`src/logic/fcp_pkg.sv`:
```
/*
 * Shared constants and types of the floating-point compare predicate unit:
 * register offsets, field positions, reset values, format and state codes.
 * Assumes a 32-bit APB register bus and IEEE 754-2008 single and double operands.
 */
package fcp_pkg;

    // Register byte offsets
    localparam logic [7:0] FCP_CTRL_OFF = 8'h00;
    localparam logic [7:0] FCP_CMD_OFF = 8'h04;
    localparam logic [7:0] FCP_OPA_LO_OFF = 8'h08;
    localparam logic [7:0] FCP_OPA_HI_OFF = 8'h0c;
    localparam logic [7:0] FCP_OPB_LO_OFF = 8'h10;
    localparam logic [7:0] FCP_OPB_HI_OFF = 8'h14;
    localparam logic [7:0] FCP_RES_LO_OFF = 8'h18;
    localparam logic [7:0] FCP_RES_HI_OFF = 8'h1c;
    localparam logic [7:0] FCP_STATUS_OFF = 8'h20;
    localparam logic [7:0] FCP_MASK_OFF = 8'h24;
    localparam logic [7:0] FCP_REL_OFF = 8'h28;

    // Control register fields
    localparam int FCP_CTRL_COND_LSB = 0;
    localparam int FCP_CTRL_FMT_LSB = 8;
    localparam int FCP_CTRL_USABLE_BIT = 16;
    localparam logic [31:0] FCP_CTRL_RST = 32'h0000_0000;

    // Command register: writing one to this bit issues a compare
    localparam int FCP_CMD_GO_BIT = 0;

    // Status and mask layout
    localparam int FCP_ST_DONE = 0;
    localparam int FCP_ST_INVALID = 1;
    localparam int FCP_ST_UNIMPL = 2;
    localparam int FCP_ST_COP_UNUSABLE = 3;
    localparam int FCP_ST_RESERVED = 4;
    localparam int FCP_ST_W = 5;
    localparam logic [4:0] FCP_ST_RST = 5'h00;

    // Operand format codes
    localparam logic [1:0] FCP_FMT_SINGLE = 2'h0;
    localparam logic [1:0] FCP_FMT_DOUBLE = 2'h1;

    // Negated-predicate low nibbles that exist; the others are reserved
    localparam logic [15:0] FCP_NEG_IMPL = 16'h0e0e;

    // Condition field bit meanings
    localparam int FCP_C_UN = 0;
    localparam int FCP_C_EQ = 1;
    localparam int FCP_C_LT = 2;
    localparam int FCP_C_SIG = 3;
    localparam int FCP_C_NEG = 4;

    typedef enum logic [1:0] {
        FCP_IDLE = 2'b01,
        FCP_EVAL = 2'b10
    } fcp_state_t;

    // Relations between the two operands
    typedef struct packed {
        logic less;
        logic equal;
        logic unordered;
        logic any_snan;
        logic any_qnan;
        logic any_subnormal;
    } fcp_rel_t;

endpackage

```
`src/logic/fcp_relate.sv`:
```
/*
 * Combinational relation finder: NaN classes, less, equal, unordered
 * for two operands in single or double format.
 * Assumes single operands sit in the low 32 bits of each 64-bit input.
 */
`timescale 1ns/1ps
module fcp_relate (
    // Operands
    input wire logic [63:0] op_a,
    input wire logic [63:0] op_b,
    input wire logic is_double,
    // Relations
    output fcp_pkg::fcp_rel_t rel
);
    import fcp_pkg::*;

    logic [62:0] mag_a, mag_b;
    logic sign_a, sign_b;
    logic nan_a, nan_b, quiet_a, quiet_b, sub_a, sub_b, both_zero, mag_lt, mag_eq;

    always_comb begin
        if (is_double) begin
            sign_a = op_a[63];
            sign_b = op_b[63];
            mag_a = op_a[62:0];
            mag_b = op_b[62:0];
            nan_a = (&op_a[62:52]) && (|op_a[51:0]);
            nan_b = (&op_b[62:52]) && (|op_b[51:0]);
            quiet_a = op_a[51];
            quiet_b = op_b[51];
            sub_a = (op_a[62:52] == 11'h000) && (|op_a[51:0]);
            sub_b = (op_b[62:52] == 11'h000) && (|op_b[51:0]);
        end else begin
            sign_a = op_a[31];
            sign_b = op_b[31];
            mag_a = {32'h0000_0000, op_a[30:0]};
            mag_b = {32'h0000_0000, op_b[30:0]};
            nan_a = (&op_a[30:23]) && (|op_a[22:0]);
            nan_b = (&op_b[30:23]) && (|op_b[22:0]);
            quiet_a = op_a[22];
            quiet_b = op_b[22];
            sub_a = (op_a[30:23] == 8'h00) && (|op_a[22:0]);
            sub_b = (op_b[30:23] == 8'h00) && (|op_b[22:0]);
        end
    end

    assign both_zero = (mag_a == 63'h0) && (mag_b == 63'h0);
    assign mag_lt = mag_a < mag_b;
    assign mag_eq = mag_a == mag_b;

    always_comb begin
        rel.any_snan = (nan_a && !quiet_a) || (nan_b && !quiet_b);
        rel.any_qnan = (nan_a && quiet_a) || (nan_b && quiet_b);
        rel.any_subnormal = sub_a || sub_b;
        if (nan_a || nan_b) begin
            // Any NaN: unordered only
            rel.less = 1'b0;
            rel.equal = 1'b0;
            rel.unordered = 1'b1;
        end else begin
            // Sign-magnitude order; zeros of either sign are equal
            rel.unordered = 1'b0;
            rel.equal = both_zero || (sign_a == sign_b && mag_eq);
            if (both_zero) begin
                rel.less = 1'b0;
            end else if (sign_a != sign_b) begin
                rel.less = sign_a;
            end else if (sign_a) begin
                rel.less = !mag_lt && !mag_eq;
            end else begin
                rel.less = mag_lt;
            end
        end
    end

endmodule // fcp_relate

```
`src/logic/fcp_compare_unit.sv`:
```
/*
 * Floating-point compare-to-register unit with an APB register file.
 * Software loads two operands, the condition code and format, then issues
 * the compare; a mask of format width lands in the result registers.
 * Register map, byte offsets:
 *   0x00 control: condition code, operand format, coprocessor usable
 *   0x04 issue on write of bit 0; reads back busy while evaluating
 *   0x08 to 0x14 operand words, low then high, first operand first
 *   0x18 and 0x1c result words, read only
 *   0x20 sticky status, write one to clear: done, invalid, unimplemented,
 *        coprocessor unusable, reserved instruction
 *   0x24 interrupt mask of the same layout
 *   0x28 relations of the last committed compare, read only
 * Format codes: 0 single (low word only), 1 double; 2 and 3 are reserved.
 * Condition bit 4 negates the predicate, bit 3 makes quiet NaNs signal.
 * A trapped compare sets its status bits and leaves result and relations alone.
 * Assumes an APB3 master on mclk and no other clock.
 */
// The placing of the registers and the APB interface to the registers were left to the implementer.
// Functional notes
// - Any NaN operand forces less and equal false, unordered true.
// - Invalid operation on signalling NaN, or quiet NaN with condition bit 3.
// - Without NaNs, less and equal come from numeric order; unordered cleared.
// - Predicate is gated OR of relations by bits 2..0, XOR bit 4.
// - Predicate outcome written to destination, extended to format width.
// - Quiet codes 4..7 give ordered/unordered less and less-or-equal, never signalling.
// - Codes 8..15 repeat codes 0..7 as signalling forms.
// - Unimplemented condition encodings are reserved, no compare behaviour.
// - Compare can raise coprocessor-unusable and reserved-instruction exceptions.
// - Only unimplemented-operation and invalid-operation floating exceptions exist.
`timescale 1ns/1ps
module fcp_compare_unit #(
    parameter bit SUBNORMAL_SUPPORT = 1'b1
) (
    // Clock and reset
    input wire logic mclk,
    input wire logic rst_n,
    // APB slave
    input wire logic [7:0] paddr,
    input wire logic psel,
    input wire logic penable,
    input wire logic pwrite,
    input wire logic [31:0] pwdata,
    output logic [31:0] prdata,
    output logic pready,
    output logic pslverr,
    // Interrupt and result strobe
    output logic irq,
    output logic result_valid
);
    import fcp_pkg::*;

    logic [31:0] ctrl_reg;
    logic [63:0] opa_reg, opb_reg, res_reg;
    logic [FCP_ST_W-1:0] status_reg, status_next, mask_reg, events;
    logic [3:0] rel_reg;
    fcp_state_t state_reg;
    logic [31:0] rdata_next;
    logic wr_access, rd_setup, addr_ok, go;
    fcp_rel_t rel;
    logic [4:0] cond;
    logic [1:0] fmt;
    logic usable, is_double, fmt_ok, cond_ok, predicate, invalid, unimpl;
    logic wr_ctrl, wr_status, wr_mask, busy, issue_ok, commit;
    logic [2:0] rel_vec, gated;

    assign cond = ctrl_reg[FCP_CTRL_COND_LSB +: 5];
    assign fmt = ctrl_reg[FCP_CTRL_FMT_LSB +: 2];
    assign usable = ctrl_reg[FCP_CTRL_USABLE_BIT];
    assign is_double = fmt == FCP_FMT_DOUBLE;

    // APB decode
    // Control and issue sit below the operand range; the rest is one aligned window
    always_comb begin
        if (paddr == FCP_CTRL_OFF || paddr == FCP_CMD_OFF) begin
            addr_ok = 1'b1;
        end else if (paddr >= FCP_OPA_LO_OFF && paddr <= FCP_REL_OFF && paddr[1:0] == 2'h0) begin
            addr_ok = 1'b1;
        end else begin
            addr_ok = 1'b0;
        end
    end

    // Zero wait states; read data is captured during the setup cycle
    assign pready = 1'b1;
    assign pslverr = psel && penable && !addr_ok;
    assign wr_access = psel && penable && pwrite && addr_ok;
    assign rd_setup = psel && !penable && !pwrite;
    assign go = wr_access && paddr == FCP_CMD_OFF && pwdata[FCP_CMD_GO_BIT];

    // Register write strobes, decoded once
    assign wr_ctrl = wr_access && paddr == FCP_CTRL_OFF;
    assign wr_status = wr_access && paddr == FCP_STATUS_OFF;
    assign wr_mask = wr_access && paddr == FCP_MASK_OFF;
    assign busy = state_reg == FCP_EVAL;

    // An issue while the previous compare still evaluates is dropped
    assign issue_ok = go && !busy;

    // Relations come straight from the operand registers, no extra pipeline stage
    fcp_relate u_relate (
        .op_a(opa_reg),
        .op_b(opb_reg),
        .is_double(is_double),
        .rel(rel)
    );

    // Format and condition legality
    always_comb begin
        fmt_ok = fmt == FCP_FMT_SINGLE || fmt == FCP_FMT_DOUBLE;
        if (cond[FCP_C_NEG]) begin
            cond_ok = FCP_NEG_IMPL[cond[3:0]];
        end else begin
            cond_ok = 1'b1;
        end
    end

    // Relations in condition-bit order so that bit i of the code gates relation i
    assign rel_vec = {rel.less, rel.equal, rel.unordered};

    for (genvar i = 0; i < 3; i++) begin : g_gate
        assign gated[i] = cond[i] && rel_vec[i];
    end

    // Predicate: one formula covers quiet codes 0..7 and signalling 8..15
    assign predicate = cond[FCP_C_NEG] ^ (|gated);

    // Signalling NaN always traps; quiet NaN only with bit 3
    assign invalid = rel.any_snan || (cond[FCP_C_SIG] && rel.any_qnan);

    // Subnormal operands are handed to software when unsupported
    assign unimpl = !SUBNORMAL_SUPPORT && rel.any_subnormal;

    // Only a compare that traps on nothing may write the destination
    assign commit = busy && usable && fmt_ok && cond_ok && !unimpl && !invalid;

    // Exception priority: unusable, reserved, then the floating exceptions
    // Done is set on a trap too, so software always sees the compare finish
    always_comb begin
        events = '0;
        if (state_reg == FCP_EVAL) begin
            events[FCP_ST_DONE] = 1'b1;
            if (!usable) begin
                events[FCP_ST_COP_UNUSABLE] = 1'b1;
            end else if (!fmt_ok || !cond_ok) begin
                events[FCP_ST_RESERVED] = 1'b1;
            end else if (unimpl) begin
                events[FCP_ST_UNIMPL] = 1'b1;
            end else if (invalid) begin
                events[FCP_ST_INVALID] = 1'b1;
            end
        end
    end

    // Control register
    always_ff @(posedge mclk) begin
        if (!rst_n) begin
            ctrl_reg <= FCP_CTRL_RST;
        end else if (wr_ctrl) begin
            // Undefined bits are dropped so that they always read back zero
            ctrl_reg <= pwdata & 32'h0001_031f;
        end
    end

    // Operand registers
    // Operands are read in the evaluation cycle, so load both before the issue
    always_ff @(posedge mclk) begin
        if (!rst_n) begin
            opa_reg <= 64'h0;
            opb_reg <= 64'h0;
        end else if (wr_access) begin
            if (paddr == FCP_OPA_LO_OFF) begin
                opa_reg[31:0] <= pwdata;
            end else if (paddr == FCP_OPA_HI_OFF) begin
                opa_reg[63:32] <= pwdata;
            end else if (paddr == FCP_OPB_LO_OFF) begin
                opb_reg[31:0] <= pwdata;
            end else if (paddr == FCP_OPB_HI_OFF) begin
                opb_reg[63:32] <= pwdata;
            end
        end
    end

    // Sequencer: one evaluation cycle after the issue write
    always_ff @(posedge mclk) begin
        if (!rst_n) begin
            state_reg <= FCP_IDLE;
        end else begin
            case (state_reg)
                FCP_IDLE: begin
                    if (issue_ok) begin
                        state_reg <= FCP_EVAL;
                    end
                end
                FCP_EVAL: begin
                    state_reg <= FCP_IDLE;
                end
                default: begin
                    // Recover from an illegal code rather than lock up
                    state_reg <= FCP_IDLE;
                end
            endcase
        end
    end

    // Destination write; a trapped compare leaves the old value in place
    always_ff @(posedge mclk) begin
        if (!rst_n) begin
            res_reg <= 64'h0;
            rel_reg <= 4'h0;
            result_valid <= 1'b0;
        end else begin
            result_valid <= 1'b0;
            if (commit) begin
                if (is_double) begin
                    res_reg <= {64{predicate}};
                end else begin
                    res_reg <= {32'h0000_0000, {32{predicate}}};
                end
                rel_reg <= {predicate, rel.unordered, rel.equal, rel.less};
                result_valid <= 1'b1;
            end
        end
    end

    // Sticky status, write one to clear; a new event wins over the clear
    always_comb begin
        status_next = status_reg;
        if (wr_status) begin
            status_next = status_reg & ~pwdata[FCP_ST_W-1:0];
        end
        status_next = status_next | events;
    end

    always_ff @(posedge mclk) begin
        if (!rst_n) begin
            status_reg <= FCP_ST_RST;
        end else begin
            status_reg <= status_next;
        end
    end

    always_ff @(posedge mclk) begin
        if (!rst_n) begin
            mask_reg <= FCP_ST_RST;
        end else if (wr_mask) begin
            mask_reg <= pwdata[FCP_ST_W-1:0];
        end
    end

    always_ff @(posedge mclk) begin
        if (!rst_n) begin
            irq <= 1'b0;
        end else begin
            // Built from the next status, so irq follows an event or a clear by one cycle;
            // a mask change reaches irq one cycle later still
            irq <= |(status_next & mask_reg);
        end
    end

    // Read mux
    // Unmapped addresses read as zero
    always_comb begin
        rdata_next = 32'h0000_0000;
        if (paddr == FCP_CTRL_OFF) begin
            rdata_next = ctrl_reg;
        end else if (paddr == FCP_CMD_OFF) begin
            rdata_next = {31'h0, busy};
        end else if (paddr == FCP_OPA_LO_OFF) begin
            rdata_next = opa_reg[31:0];
        end else if (paddr == FCP_OPA_HI_OFF) begin
            rdata_next = opa_reg[63:32];
        end else if (paddr == FCP_OPB_LO_OFF) begin
            rdata_next = opb_reg[31:0];
        end else if (paddr == FCP_OPB_HI_OFF) begin
            rdata_next = opb_reg[63:32];
        end else if (paddr == FCP_RES_LO_OFF) begin
            rdata_next = res_reg[31:0];
        end else if (paddr == FCP_RES_HI_OFF) begin
            rdata_next = res_reg[63:32];
        end else if (paddr == FCP_STATUS_OFF) begin
            rdata_next = {27'h0, status_reg};
        end else if (paddr == FCP_MASK_OFF) begin
            rdata_next = {27'h0, mask_reg};
        end else if (paddr == FCP_REL_OFF) begin
            rdata_next = {28'h0, rel_reg};
        end
    end

    always_ff @(posedge mclk) begin
        if (!rst_n) begin
            prdata <= 32'h0000_0000;
        end else if (rd_setup) begin
            prdata <= rdata_next;
        end
    end

endmodule // fcp_compare_unit

```
`config.mk`:
```
export PLATFORM = sky130hd
export DESIGN_NAME = fcp_compare_unit
export DESIGN_NICKNAME = d
export VERILOG_FILES = /design/src/logic/fcp_pkg.sv /design/src/logic/fcp_relate.sv /design/src/logic/fcp_compare_unit.sv
export SDC_FILE = /design/constraint.sdc
export NUM_CORES = 1
export LEC_CHECK = 0
export BUFFER_PORTS_ARGS = -buffer_cell sky130_fd_sc_hd__buf_4
export CORE_MARGIN = 2
export CORE_UTILIZATION = 25
export DETAILED_ROUTE_END_ITERATION = 6
export PLACE_DENSITY = 0.37
export SLEW_MARGIN = 20
export SYNTH_ARGS = -nofsm -noshare
export SYNTH_HDL_FRONTEND = slang
export SYNTH_SLANG_ARGS = --single-unit
```
`constraint.sdc`:
```
create_clock -name mclk -period 3.4 [get_ports mclk]
set_input_delay 0.17 -clock mclk [delete_from_list [all_inputs] [get_ports mclk]]
set_output_delay 0.17 -clock mclk [all_outputs]
set_load 0.005 [all_outputs]
```
==> impl_metrics.py <==
metrics = {
    "outcome": {
        "status": "completed",
    },
    "cts": {
        "clk_path_buf_depth": 2,
        "cts-root-buf": "clkbuf_16",
        "clk_latency_ns": 0.46,
        "clk_pin_slew_ns": 0.08,
        "clock_sinks": 188,
        "cts_tree": "yes",
        "cts-htree-levels": 4,
        "cts-buffers-inserted": 17,
    },
    "worst_setup_path": {
        "startpoint": "ctrl_reg[8]$_SDFFE_PN0P_",
        "path_class": "register to register",
        "r2r_slack_ns": 0.14,
        "worstSetupStartpointType": "register",
        "path_max_fanout": 5,
        "r2r-end": "res_reg[31]$_SDFFE_PN0P_",
        "ff2ff_path_depth": 15,
        "worstPathRequired_ns": 3.73,
        "worst_setup_path_end_kind": "register",
        "crit_path_end": "res_reg[31]$_SDFFE_PN0P_",
        "r2r_start": "ctrl_reg[8]$_SDFFE_PN0P_",
        "cp.arrival_ns": 3.60,
    },
    "global_route": {
        "grt_max_degree": 80,
        "grtUsageTotal": 0.204,
        "grt_pass1_wl_um": 63600,
        "use_met1": 0.280,
        "antenna_found_initial": 0,
        "overflow": 0,
        "met2_usage": 0.335,
        "grt_pass1_vias": 9686,
        "gr-usage-met3": 0.0345,
        "top_usage_layer": "met2",
    },
    "sta": {
        "hold_slack_ns": 0.0227,
        "min_period_ns": 3.26,
        "setup_violations": 0,
        "slew_headroom": 0.301,
        "worst_slew_pin_slew_ns": 1.05,
        "slew_viol_final": 0,
        "skew_ns": 0.0151,
        "fmax_ghz": 0.306,
        "finalHoldViolations": 0,
        "finalCritPeriodShare": 0.960,
        "tns_ns": 0,
        "layout_setup_ws_ns": 0.135,
    },
    "final_layout": {
        "finalNetCount": 1564,
        "drive_gt1_frac": 0.149,
        "fin_util": 0.315,
        "instances_no_fill": 1994,
        "stdcell_area_um2": 12500,
        "fillCellCount": 4357,
        "synthToLayoutAreaGrowth_pct": 24.1,
        "num_antenna_cells": 0,
    },
    "power_and_ir_drop": {
        "fin_total_pwr_mw": 4.50,
        "power_density_nw_per_um2": 359,
        "vdd_ir_drop_max_mv": 0.337,
        "p_seq_frac": 0.490,
        "switching_share": 0.247,
        "clkPwrFrac": 0.464,
        "power_switching_mw": 1.11,
        "comb_power_share": 0.046,
        "p_int_mw": 3.39,
        "leakagePower_nw": 4.74,
    },
    "die": {
        "dieWidth_um": 205,
        "die_area_um2": 42100,
        "initial_core_util": 0.254,
        "core_um2": 39800,
        "io_pins": 81,
        "die_h_um": 205,
        "fp-row-count": 73,
    },
    "detailed_routing": {
        "wire_per_inst_um": 21.2,
        "first_pass_iters": 5,
        "detail-route-antenna-nets": 0,
        "via_per_inst": 5.09,
        "route.vias.total": 10152,
        "drtIter0Drc": 689,
        "drc": 0,
        "wl_um": 42300,
    },
    "yosys": {
        "synth_fp_nets": 1455,
        "synth_cell_types": 66,
        "synth_edf_count": 0,
        "synthTopCellsByCount": "nand2_1 (330), a21oi_1 (196), dfxtp_1 (188), clkbuf_1 (76), nor2_1 (75)",
        "synth_top_area_share": 0.372,
        "yosysMostFrequentCell": "nand2_1",
        "synth_area_per_cell_um2": 7.50,
        "synth_flop_cell": "dfxtp_1",
        "yosys_warnings": 0,
        "ys_ff_latch": 188,
        "ys_top_cells_by_area": "dfxtp_1 (37%), nand2_1 (12%), a21oi_1 (9.7%)",
        "synth_area_um2": 10100,
        "yosys.area.top_type": "dfxtp_1",
        "syn-instance-count": 1347,
        "synth_seq_area_share": 0.372,
        "async_flop_share": 0,
    },
    "placed_design": {
        "globalplace.congestion": 0.809,
        "dp.cells": 1930,
        "dp_slack_ns": 0.0128,
        "placed_cell_area_um2": 11600,
        "place_hpwl_um": 29800,
        "port_buffers": 79,
    },
    "job": {
        "maxCapViolations": 0,
    },
    "min_path": {
        "hold_path.class": "input pin to register",
    },
}
## placed cells by master, fill, tap and decap left out, types with 3 or more instances in the layout
cell,Yosys,layout
buf_4,2,145
a22oi_1,29,29
or4_1,4,4
nor3_1,16,12
clkbuf_16,0,17
o21ai_0,47,46
and3_1,4,4
nand2_1,330,329
nor3_2,0,4
a21oi_1,196,195
mux2i_1,12,12
nor2b_1,7,7
inv_6,0,6
nand3_1,20,19
a31oi_1,3,3
or3_1,3,3
a311oi_1,16,16
and2_1,37,37
a211oi_1,3,3
nand2b_1,4,4
and4_1,5,5
buf_12,0,5
or2_2,4,4
nand4_1,27,27
o221ai_1,5,4
o22ai_1,8,7
inv_1,48,47
a221oi_1,10,9
nor2_2,1,4
nor4_2,3,4
nor4_1,28,27
ha_1,63,63
nor2_1,75,72
o211ai_1,9,9
dfxtp_1,188,187
dlygate4sd3_1,0,26
a21o_1,17,17
## worst min-delay path by stage
stage | from | to | slack, ns | depth (start not counted)
after floorplan | pwdata[3] | opa_reg[35]$_SDFFE_PN0P_ | 0.31 | 2
after global placement | rel_reg[1]$_SDFFE_PN0P_ | rel_reg[1]$_SDFFE_PN0P_ | 0.44 | 2
after detailed placement | prdata[13]$_SDFFE_PN0P_ | prdata[13]$_SDFFE_PN0P_ | 0.45 | 2
after CTS | pwdata[4] | opa_reg[4]$_SDFFE_PN0P_ | 0.004 | 3
after global routing | pwdata[4] | opb_reg[4]$_SDFFE_PN0P_ | 0.004 | 3
final | pwdata[4] | opa_reg[4]$_SDFFE_PN0P_ | 0.02 | 3
## power groups by stage
stage	combinational (mW)	clock, mW	sequential [mW]
floorplan	0.0646	0	2.26
global placement	0.186	0	2.26
detailed placement	0.186	0	2.26
CTS	0.210	2.16	2.21
global route	0.224	2.25	2.21
finish	0.207	2.09	2.21
## area by class of cell
type | count | area (um^2) | area share
clock inverters | 13 | 155 | 0.0124
clock buffers | 19 | 433 | 0.0345
inverters | 48 | 185 | 0.0148
multi-input cells | 1024 | 5890 | 0.469
repair buffers | 177 | 1460 | 0.117
flip-flops and latches | 188 | 3760 | 0.300
well taps | 525 | 657 | 0.0523
## worst max-delay path, cell delays in order (launching register included)
cell       delay [ns]
dfxtp_2          0.32
nor2b_4          0.13
buf_12           0.13
buf_4            0.12
buf_4            0.12
and2_1           0.15
ha_1             0.20
a21o_1           0.15
a221o_1          0.32
a221oi_2         0.30
o221ai_2         0.14
nor3_2           0.26
o2bb2ai_2        0.15
o2111ai_2        0.15
and4_1           0.22
o31a_1           0.29
## cell families after synthesis
family                   synth area share
adder cells (fa/ha/maj)            0.0780
AND/OR/NAND/NOR                     0.259
AO/OA/AOI/OAI                       0.223
flip-flops                          0.372
other                            0.000371
XOR/XNOR                          0.00173
buffers and inverters              0.0525
multiplexers                       0.0130
## layer usage
layer,wire (um),part of all wire
met2,19600,0.46
met1,20300,0.48
met5,0,0
met4,554,0.013
met3,1740,0.041
## timing repair
| item | 4_1_cts | 5_1_grt |
|---|---|---|
| setup endpoints to repair | 1 | 3 |
| pin swaps | 0 | 12 |
| gates resized for setup | 2 | 15 |
| hold buffers | 26 | 0 |
| endpoints found under the hold margin | 98 | 0 |
| setup buffers | 0 | 6 |
(Power assumes the default switching activity.)
